[config.mk]
export PLATFORM = sky130hd
export DESIGN_NAME = pio_ports
export DESIGN_NICKNAME = d
export VERILOG_FILES = /design/src/pio_pkg.sv /design/src/pio_sync_if.sv /design/src/pio_ports.sv /design/src/pio_pin_sync.sv
export SDC_FILE = /design/constraint.sdc
export NUM_CORES = 1
export LEC_CHECK = 0
export BUFFER_PORTS_ARGS = -buffer_cell sky130_fd_sc_hd__buf_2
export CAP_MARGIN = 20
export CORE_MARGIN = 2
export CORE_UTILIZATION = 45
export DETAILED_ROUTE_END_ITERATION = 16
export PLACE_DENSITY = 0.84
export RECOVER_POWER = 25
export SYNTH_ARGS = -nofsm -noshare
export SYNTH_HDL_FRONTEND = slang
export SYNTH_SLANG_ARGS = --single-unit
[constraint.sdc]
create_clock -name sys_clk -period 1.7 [get_ports sys_clk]
set_clock_uncertainty 0.2 [all_clocks]
set_input_delay 0.085 -clock sys_clk [delete_from_list [all_inputs] [get_ports sys_clk]]
set_output_delay 0.085 -clock sys_clk [all_outputs]
set_load 0.05 [all_outputs]
[src/pio_pkg.sv]
// Package for the port one / port two parallel I/O block.
// Assumes an 8-bit SFR bus from the CPU core on sys_clk.
package pio_pkg;
  localparam logic [7:0] port_one_output_latch_offset = 8'h01;
  localparam logic [7:0] port_two_output_latch_offset = 8'h02;
  localparam logic [7:0] port_one_pin_input_offset = 8'h08;
  localparam logic [7:0] port_two_pin_input_offset = 8'h09;
  localparam logic [7:0] port_one_segment_select_offset = 8'h29;
  localparam logic [7:0] sfr_top_offset = 8'h3f;
  localparam logic [7:0] port_one_latch_reset = 8'hff;
  localparam logic [2:0] port_two_latch_reset = 3'h7;
  localparam logic [7:0] port_one_segment_reset = 8'h00;
  localparam int port_one_width = 8;
  localparam int port_two_width = 3;
  // Filler shown in undefined read bits
  localparam logic [7:0] undefined_fill = 8'h00;
endpackage

[src/pio_sync_if.sv]
// Interface carrying synchronised pin levels into the port logic.
// Assumes both ends run on sys_clk.
interface pio_sync_if;
  logic [7:0] port_one_level;
  logic [2:0] port_two_level;
  modport source (output port_one_level, output port_two_level);
  modport sink (input port_one_level, input port_two_level);
endinterface

[src/pio_ports.sv]
// Port one (8-bit) and port two (3-bit) parallel I/O with SFR access.
// Assumes the CPU core supplies bus states, address and strobes on sys_clk.
// Operation
// RULE1: Software avoids read-modify-write on write-only registers and interrupt latches.
// RULE2: Software never touches reserved addresses or forbidden directions.
// RULE3: Outputs are held in latches; inputs are sampled, never latched.
// RULE4: Port reads sample pin levels in the first bus state.
// RULE5: Port writes change the driven output in the second bus state.
// RULE6: Port one is eight bits; segment select one makes pin a segment.
// RULE7: Inputs or alternates need latch one and segment select zero.
// RULE8: General output needs segment select cleared to zero.
// RULE9: Reset sets all port one and port two latch bits to one.
// RULE10: Latch and pin input sit at separate addresses per port.
// RULE11: Pin input read of a segment bit is undefined.
// RULE12: Port two is three bits; inputs or alternates need latch one.
// RULE13: Dual-clock mode gives upper port two pins to the slow oscillator.
// RULE14: Falling edge on output-driven port two bit zero sets interrupt.
// RULE15: Port two reads define bits 2..0 only; bits 7..3 undefined.
// RULE16: In stop mode port two bit zero is high-impedance regardless.
// RULE17: Software should use port two bit zero only as input.
// RULE18: SFRs occupy the lowest sixty-four byte addresses.
// RULE19: Writes to a pin input register are ignored.
// RULE20: A latch one on a non-segment bit is never driven low.
module pio_ports
  import pio_pkg::*;
(
  input wire logic sys_clk,
  input wire logic rst,
  input wire logic first_bus_state,
  input wire logic second_bus_state,
  input wire logic [11:0] bus_addr,
  input wire logic bus_read,
  input wire logic bus_write,
  input wire logic [7:0] bus_wdata,
  output logic [7:0] bus_rdata,
  input wire logic global_output_enable,
  input wire logic stop_mode,
  input wire logic dual_clock_mode,
  input wire logic [7:0] port_one_in,
  output logic [7:0] port_one_out,
  output logic [7:0] port_one_oe,
  output logic [7:0] segment_enable,
  input wire logic [2:0] port_two_in,
  output logic [2:0] port_two_out,
  output logic [2:0] port_two_oe,
  output logic port_two_bit_zero_fall,
  output logic osc_pins_claimed
);

  logic [7:0] port_one_output_latch_q;
  logic [2:0] port_two_output_latch_q;
  logic [7:0] port_one_segment_select_q;
  logic [7:0] bus_rdata_q;
  logic [7:0] port_one_out_q;
  logic [7:0] port_one_oe_q;
  logic [7:0] segment_enable_q;
  logic [2:0] port_two_out_q;
  logic [2:0] port_two_oe_q;
  logic port_two_bit_zero_fall_q;
  logic osc_pins_claimed_q;
  logic bit_zero_level_q;
  logic sfr_hit;
  logic [7:0] port_one_drive_d;
  logic [2:0] port_two_drive_d;
  logic [2:0] port_two_oe_d;

  pio_sync_if sync_bus ();

  ////////////////////////////////////////////////////////////////////////////
  // Pin synchronisers
  pio_pin_sync u_sync (
    .sys_clk(sys_clk),
    .rst(rst),
    .port_one_raw(port_one_in),
    .port_two_raw(port_two_in),
    .sync(sync_bus.source)
  );

  ////////////////////////////////////////////////////////////////////////////
  // Address decode: only the low SFR window responds
  assign sfr_hit = (bus_addr[11:6] == 6'h00); // RULE18

  // Output latches, written in the second bus state
  always_ff @(posedge sys_clk) begin
    if (rst) begin
      port_one_output_latch_q <= port_one_latch_reset; // RULE9
      port_two_output_latch_q <= port_two_latch_reset; // RULE9
    end else if (bus_write && second_bus_state && sfr_hit) begin // RULE5
      if (bus_addr[7:0] == port_one_output_latch_offset) begin
        port_one_output_latch_q <= bus_wdata; // RULE3
      end
      if (bus_addr[7:0] == port_two_output_latch_offset) begin
        port_two_output_latch_q <= bus_wdata[2:0]; // RULE12
      end
    end
  end

  // Segment select register
  always_ff @(posedge sys_clk) begin
    if (rst) begin
      port_one_segment_select_q <= port_one_segment_reset;
    end else if (bus_write && second_bus_state && sfr_hit
                 && bus_addr[7:0] == port_one_segment_select_offset) begin
      port_one_segment_select_q <= bus_wdata; // RULE6
    end
  end

  ////////////////////////////////////////////////////////////////////////////
  // Read data, pins sampled in the first bus state; pin registers are
  // read-only so writes to them match no latch above
  always_ff @(posedge sys_clk) begin
    if (rst) begin
      bus_rdata_q <= 8'h00;
    end else if (bus_read && first_bus_state) begin // RULE4
      bus_rdata_q <= 8'h00;
      if (sfr_hit) begin
        unique case (bus_addr[7:0])
          port_one_output_latch_offset: begin
            bus_rdata_q <= port_one_output_latch_q; // RULE10
          end
          port_two_output_latch_offset: begin
            bus_rdata_q <= {undefined_fill[7:3], port_two_output_latch_q}; // RULE15
          end
          port_one_pin_input_offset: begin
            // Segment bits read as fill
            bus_rdata_q <= (sync_bus.port_one_level & ~port_one_segment_select_q)
                           | (undefined_fill & port_one_segment_select_q); // RULE11
          end
          port_two_pin_input_offset: begin
            bus_rdata_q <= {undefined_fill[7:3], sync_bus.port_two_level}; // RULE15
          end
          port_one_segment_select_offset: begin
            bus_rdata_q <= port_one_segment_select_q;
          end
          default: begin
            bus_rdata_q <= 8'h00;
          end
        endcase
      end
    end
  end
  // Writes to pin input offsets are dropped by decode above: RULE19

  ////////////////////////////////////////////////////////////////////////////
  // Pin drive: open-drain style, latch one releases the pin
  always_comb begin
    port_one_drive_d = ~port_one_output_latch_q & ~port_one_segment_select_q; // RULE20
    port_two_drive_d = ~port_two_output_latch_q;
    if (!global_output_enable) begin
      port_one_drive_d = 8'h00;
      port_two_drive_d = 3'h0;
    end
    port_two_oe_d = port_two_drive_d;
    if (dual_clock_mode) begin
      port_two_oe_d[2:1] = 2'h0; // RULE13
    end
    if (stop_mode) begin
      port_two_oe_d[0] = 1'b0; // RULE16
    end
  end

  // Registered pin outputs
  always_ff @(posedge sys_clk) begin
    if (rst) begin
      port_one_out_q <= 8'h00;
      port_one_oe_q <= 8'h00;
      segment_enable_q <= 8'h00;
      port_two_out_q <= 3'h0;
      port_two_oe_q <= 3'h0;
      osc_pins_claimed_q <= 1'b0;
    end else begin
      port_one_out_q <= 8'h00;
      port_one_oe_q <= port_one_drive_d;
      segment_enable_q <= port_one_segment_select_q; // RULE6
      port_two_out_q <= 3'h0;
      port_two_oe_q <= port_two_oe_d;
      osc_pins_claimed_q <= dual_clock_mode; // RULE13
    end
  end

  ////////////////////////////////////////////////////////////////////////////
  // Falling edge on bit zero, seen from the pin even when self-driven
  always_ff @(posedge sys_clk) begin
    if (rst) begin
      bit_zero_level_q <= 1'b1;
      port_two_bit_zero_fall_q <= 1'b0;
    end else begin
      bit_zero_level_q <= sync_bus.port_two_level[0];
      port_two_bit_zero_fall_q <= bit_zero_level_q & ~sync_bus.port_two_level[0]; // RULE14
    end
  end

  assign bus_rdata = bus_rdata_q;
  assign port_one_out = port_one_out_q;
  assign port_one_oe = port_one_oe_q;
  assign segment_enable = segment_enable_q;
  assign port_two_out = port_two_out_q;
  assign port_two_oe = port_two_oe_q;
  assign port_two_bit_zero_fall = port_two_bit_zero_fall_q;
  assign osc_pins_claimed = osc_pins_claimed_q;

  ////////////////////////////////////////////////////////////////////////////
  // Checks: reset and write timing
  a_reset_latch_ones: assert property (@(posedge sys_clk) // RULE9
    $past(rst) |-> port_one_output_latch_q == port_one_latch_reset
    && port_two_output_latch_q == port_two_latch_reset)
    else $error("latches not all ones after reset");
  a_reset_quiet: assert property (@(posedge sys_clk) // RULE9
    $past(rst) |-> port_one_segment_select_q == port_one_segment_reset
    && port_one_oe == 8'h00 && port_two_oe == 3'h0)
    else $error("select or drive not cleared by reset");
  a_write_in_s2: assert property (@(posedge sys_clk) disable iff (rst) // RULE5
    !(bus_write && second_bus_state) |=> $stable(port_one_output_latch_q))
    else $error("port one latch changed outside second bus state");
  a_write_takes_data: assert property (@(posedge sys_clk) disable iff (rst) // RULE3
    bus_write && second_bus_state && bus_addr == {4'h0, port_one_output_latch_offset}
    |=> port_one_output_latch_q == $past(bus_wdata))
    else $error("port one write lost");
  a_p2_write_data: assert property (@(posedge sys_clk) disable iff (rst) // RULE12
    bus_write && second_bus_state && bus_addr == {4'h0, port_two_output_latch_offset}
    |=> port_two_output_latch_q == $past(bus_wdata[2:0]))
    else $error("port two write lost");
  a_seg_write: assert property (@(posedge sys_clk) disable iff (rst) // RULE6
    bus_write && second_bus_state && bus_addr == {4'h0, port_one_segment_select_offset}
    |=> port_one_segment_select_q == $past(bus_wdata))
    else $error("segment select write lost");
  a_pin_wr_ignored: assert property (@(posedge sys_clk) disable iff (rst) // RULE19
    bus_write && (bus_addr == {4'h0, port_one_pin_input_offset}
    || bus_addr == {4'h0, port_two_pin_input_offset})
    |=> $stable(port_one_output_latch_q) && $stable(port_two_output_latch_q)
    && $stable(port_one_segment_select_q))
    else $error("pin input write changed state");

  ////////////////////////////////////////////////////////////////////////////
  // Checks: read path; pin reads compare with synchronised levels, raw pins may settle
  a_read_in_s1: assert property (@(posedge sys_clk) disable iff (rst) // RULE4
    !(bus_read && first_bus_state) |=> $stable(bus_rdata_q))
    else $error("read data changed outside first bus state");
  a_latch_read: assert property (@(posedge sys_clk) disable iff (rst) // RULE10
    bus_read && first_bus_state && bus_addr == {4'h0, port_one_output_latch_offset}
    |=> bus_rdata == $past(port_one_output_latch_q))
    else $error("latch readback wrong");
  a_p2_latch_read: assert property (@(posedge sys_clk) disable iff (rst) // RULE10
    bus_read && first_bus_state && bus_addr == {4'h0, port_two_output_latch_offset}
    |=> bus_rdata[2:0] == $past(port_two_output_latch_q))
    else $error("port two latch readback wrong");
  a_seg_read: assert property (@(posedge sys_clk) disable iff (rst) // RULE6
    bus_read && first_bus_state && bus_addr == {4'h0, port_one_segment_select_offset}
    |=> bus_rdata == $past(port_one_segment_select_q))
    else $error("segment select readback wrong");
  a_pin_read_live: assert property (@(posedge sys_clk) disable iff (rst) // RULE10
    bus_read && first_bus_state && bus_addr == {4'h0, port_one_pin_input_offset}
    |=> (bus_rdata & ~$past(port_one_segment_select_q))
    == ($past(sync_bus.port_one_level) & ~$past(port_one_segment_select_q)))
    else $error("port one pin read not live");
  a_seg_read_fill: assert property (@(posedge sys_clk) disable iff (rst) // RULE11
    bus_read && first_bus_state && bus_addr == {4'h0, port_one_pin_input_offset}
    |=> (bus_rdata & $past(port_one_segment_select_q))
    == (undefined_fill & $past(port_one_segment_select_q)))
    else $error("segment bit read not filled");
  a_p2_pin_read: assert property (@(posedge sys_clk) disable iff (rst) // RULE10
    bus_read && first_bus_state && bus_addr == {4'h0, port_two_pin_input_offset}
    |=> bus_rdata[2:0] == $past(sync_bus.port_two_level))
    else $error("port two pin read not live");
  a_p2_upper_zero: assert property (@(posedge sys_clk) disable iff (rst) // RULE15
    bus_read && first_bus_state && bus_addr == {4'h0, port_two_pin_input_offset}
    |=> bus_rdata[7:3] == undefined_fill[7:3])
    else $error("port two upper read bits not filled");
  a_unmapped_zero: assert property (@(posedge sys_clk) disable iff (rst) // RULE18
    bus_read && first_bus_state && bus_addr[11:6] != 6'h00 |=> bus_rdata == 8'h00)
    else $error("read above the register window not zero");

  ////////////////////////////////////////////////////////////////////////////
  // Checks: pin drive, only ever pulled low
  a_stop_hiz: assert property (@(posedge sys_clk) disable iff (rst) // RULE16
    stop_mode |=> !port_two_oe[0])
    else $error("bit zero driven in stop mode");
  a_one_not_driven: assert property (@(posedge sys_clk) disable iff (rst) // RULE20
    port_one_output_latch_q[0] |=> !port_one_oe[0])
    else $error("latch one bit driven low");
  a_p2_one_not_driven: assert property (@(posedge sys_clk) disable iff (rst) // RULE20
    port_two_output_latch_q[0] |=> !port_two_oe[0])
    else $error("port two latch one bit driven low");
  a_global_off: assert property (@(posedge sys_clk) disable iff (rst) // RULE20
    !global_output_enable |=> port_one_oe == 8'h00 && port_two_oe == 3'h0)
    else $error("pins driven while outputs disabled");
  a_low_drive_only: assert property (@(posedge sys_clk) disable iff (rst) // RULE20
    port_one_out == 8'h00 && port_two_out == 3'h0)
    else $error("pin driven high");
  a_seg_not_driven: assert property (@(posedge sys_clk) disable iff (rst) // RULE6
    (port_one_oe & segment_enable) == 8'h00)
    else $error("segment pin also driven as port");
  a_segment_follow: assert property (@(posedge sys_clk) disable iff (rst) // RULE6
    ##1 segment_enable == $past(port_one_segment_select_q))
    else $error("segment enable not following select");
  a_osc_release: assert property (@(posedge sys_clk) disable iff (rst) // RULE13
    dual_clock_mode |=> port_two_oe[2:1] == 2'h0)
    else $error("oscillator pins driven in dual-clock mode");
  a_osc_flag: assert property (@(posedge sys_clk) disable iff (rst) // RULE13
    dual_clock_mode |=> osc_pins_claimed)
    else $error("oscillator pins not claimed in dual-clock mode");

  ////////////////////////////////////////////////////////////////////////////
  // Checks: bit zero falling-edge pulse
  a_fall_flag: assert property (@(posedge sys_clk) disable iff (rst) // RULE14
    port_two_bit_zero_fall |-> $past(bit_zero_level_q) && !bit_zero_level_q)
    else $error("fall flag without falling edge");
  a_fall_sets: assert property (@(posedge sys_clk) disable iff (rst) // RULE14
    bit_zero_level_q && !sync_bus.port_two_level[0] |=> port_two_bit_zero_fall)
    else $error("falling edge on bit zero missed");
  a_fall_single: assert property (@(posedge sys_clk) disable iff (rst) // RULE14
    port_two_bit_zero_fall |=> !port_two_bit_zero_fall)
    else $error("fall pulse longer than one cycle");
endmodule

[src/pio_pin_sync.sv]
// Two-stage synchroniser for the port one and port two pin inputs.
// Assumes raw pin levels arrive asynchronously to sys_clk.
module pio_pin_sync (
  input wire logic sys_clk,
  input wire logic rst,
  input wire logic [7:0] port_one_raw,
  input wire logic [2:0] port_two_raw,
  pio_sync_if.source sync
);
  logic [10:0] stage1_q;
  logic [10:0] stage2_q;

  // First flop feeds only the second
  always_ff @(posedge sys_clk) begin
    if (rst) begin
      stage1_q <= 11'h7ff;
      stage2_q <= 11'h7ff;
    end else begin
      stage1_q <= {port_two_raw, port_one_raw};
      stage2_q <= stage1_q;
    end
  end

  assign sync.port_one_level = stage2_q[7:0];
  assign sync.port_two_level = stage2_q[10:8];
endmodule

==> run metrics <==
final cell count without fillers=451; row cnt=28; crit end category=flop; WP data arrival=1650 ps; Die Ht=80.9 um; # diodes=0; filler cell count=520; worst path bufs/invs=4; top_reg_cell synth=dfxtp_1; clock-pin slew on the worst setup and hold paths=70 ps; max_cap viols=0; Detail Route Antenna Nets=0; Pre-antenna DRT Iters=4; share of flip-flops with an asynchronous set or reset=0%; Crit path largest cell delay=550 ps; I/O Buffers=68; leakage=1.51 nW; Yosys top cell by area=dfxtp_1; Yosys Warn Count=0; via density per instance=4.96; most used cell, CP=buf_4; Seq. cell area=1420 um2; Slowest-stage cell, CP=or4b_1; GRT Util Overall=19.1%; sequential share of the synthesized area=53.4%; Synth Instances=262; setup bufs post-CTS=0; peak supply drop=652 uV; initial antenna violation count=0; register bit total from synthesis=71; area grow syn2layout=32.4%; actual slew at the worst max-slew pin=616 ps; DRC viols=0; Total Wirelength=5970 um; normalized max-slew margin=59.1%; Netlist Area Pre-Place=2660 um2; CP max FO=5; largest net degree at the start of global routing=42; status=complete, no violations; Finished Cell Area=3520 um2; first-pass GRT wire length=9350 um; layout cell share with drive strength beyond 1=30.9%; CTS H-Tree Depth=3; routed len/inst=13.2 um; Post-DP Area=3170 um2; Core Box Area=5820 um2; delay-heaviest family, CP=simple AND/OR/NAND/NOR gates; Initial Util=45.8%; number of library cell types mapped by synthesis=37; Syn Area/Cell=10.2 um2; Root Buffer=clkbuf_8; Final Setup Violations=0; min cycle time layout=1570 ps; Worst-Skew Late Latency=330 ps; DP HPWL=4170 um; Die Wd=80.9 um; Worst Path Required=1770 ps; die area=6540 um2; startpoint types=primary input; total congestion overflow=0; fin util=60.6%; CTS tree=yes; Yosys top cell area share=53.4%; Final #Nets=411; period utilisation layout=92.4%; synth top area cells=dfxtp_1, or2_2, nor2b_1; Worst Hold Class=in2reg; I/O pin count=80; GP Congestion=0.848; fmax=636 MHz; PwrDens=873 nW/um2; clk sink count=71; Setup TNS Final=0 ps; crit path cell chain=buf_2 -> buf_4 -> buf_4 -> or4b_1 -> buf_4 -> nor3b_1 -> o21ai_0 -> nand3_1; Slew Limit Fails=0; drt first-iter violations=120; vias in the first global route=2085; number of synthesized flops with an enable pin=0; CTS max path bufs=2; CP Class=in2reg; RSZ-0062 raised after global routing=false; CTS Buf Count=9; DP Cell Count=413; vias after detailed routing=2237; Multi-input gate area=1140 um2; Final Hold Fails=0
==> power breakdown <==
part	switching (mW)	internal, mW	total, mW
combinational	0.164	0.127	0.291
clock	0.572	0.517	1.09
sequential	0.00664	1.69	1.70
total	0.742	2.33	3.08
==> worst register-to-register path: stages, from the launching register on <==
cell and delay, ps:
dfxtp_1 340, or3b_2 470, a21oi_1 170, o21ai_0 130, nand3_1 100
==> placed cells by master (no fill, tap or decap), drive strengths merged <==
master and instances:
and2 1, nand2b 2, nor3b 7, a2bb2oi 5, buf 68, nand2 13, nand4bb 1, o21ai 12
mux2i 8, or2 23, and3 3, nand3b 1, o211ai 1, nor3 13, and4 1, or4b 4
clkinv 5, nor4 3, nand3 3, conb 11, a21oi 9, a211o 11, or4 2, inv 2
dfxtp 71, dlygate4sd3 22, or3b 4, nor2 10, or3 1, nor4b 5, clkbuf 34, nor2b 20
==> path summary, 6_finish.rpt <==
kind	startpoint	endpoint	slack, ps	depth (start not counted)
worst max register to register	port_one_segment_select_q[2]	bus_rdata[2]	240	4
worst min register to register	u_sync.stage1_q[3]	u_sync.stage2_q[3]	210	1
worst min-delay path	first_bus_state	bus_rdata[3]	20	5
worst max-delay path	bus_addr[3]	bus_rdata[2]	130	8
==> state kept, by name, indices dropped and copies added (netlist names) <==
register	flops
port_one_output_latch_q	8
u_sync.stage2_q	11
segment_enable	8
osc_pins_claimed	1
port_two_output_latch_q	3
bit_zero_level_q	1
port_one_segment_select_q	8
port_one_oe	8
port_two_bit_zero_fall	1
u_sync.stage1_q	11
port_two_oe	3
bus_rdata	8
==> layout make-up <==
type                            count  share of cell area (%)
Multi-Input combinational cell    174                    32.4
Timing Repair Buffer              113                    19.9
Tap cell                           75                    2.66
Clock buffer                       11                    3.73
Inverter                            2                   0.213
Clock inverter                      5                   0.710
Sequential cell                    71                    40.3
==> per-layer routing <==
layer  global-route usage (%)  part of all wire, %  wire [um]  vias up
met5                        0                    0          0        -
met4                     9.66                  2.0        118        0
met3                     6.33                  7.8        467       13
met2                     31.2                   47       2820      102
met1                     22.4                   43       2570     1015
li1                         -                    -          -     1107
==> cell families after synthesis <==
kind of cell	share of synthesized area (%)
compound gates	9.50
mux	3.01
buf+inv	5.69
other cells	0.141
simple gates	28.3
flops	53.4
==> stage by stage <==
stage	power [mW]	hold WS [ps]	setup WS (ps)
CTS	3.10	17.8	82.9
floorplan	1.91	-38.2	-78.5
global route	3.19	57.1	56.9
finish	3.08	23.3	129
detailed placement	1.98	52.8	-181
global placement	1.98	48.7	-152
==> cells in the mapped netlist, drive strengths merged (3+ instances only) <==
cell / instances
dfxtp: 71
or2: 23
nor2b: 20
buf: 14
nand2: 13
nor3: 13
o21ai: 12
a211o: 11
clkbuf: 11
nor2: 10
a21oi: 9
mux2i: 8
nor3b: 7
a2bb2oi: 5
nor4b: 5
or3b: 4
or4b: 4
and3: 3
nand3: 3
nor4: 3
==> repair_timing <==
action                                  in CTS  in global routing
gates resized for setup                      0                  2
hold buffers                                22                  0
endpoints found under the setup margin       0                  3
endpoints found under the hold margin       34                  0
No activity file was read; power rests on OpenSTA's default activity.
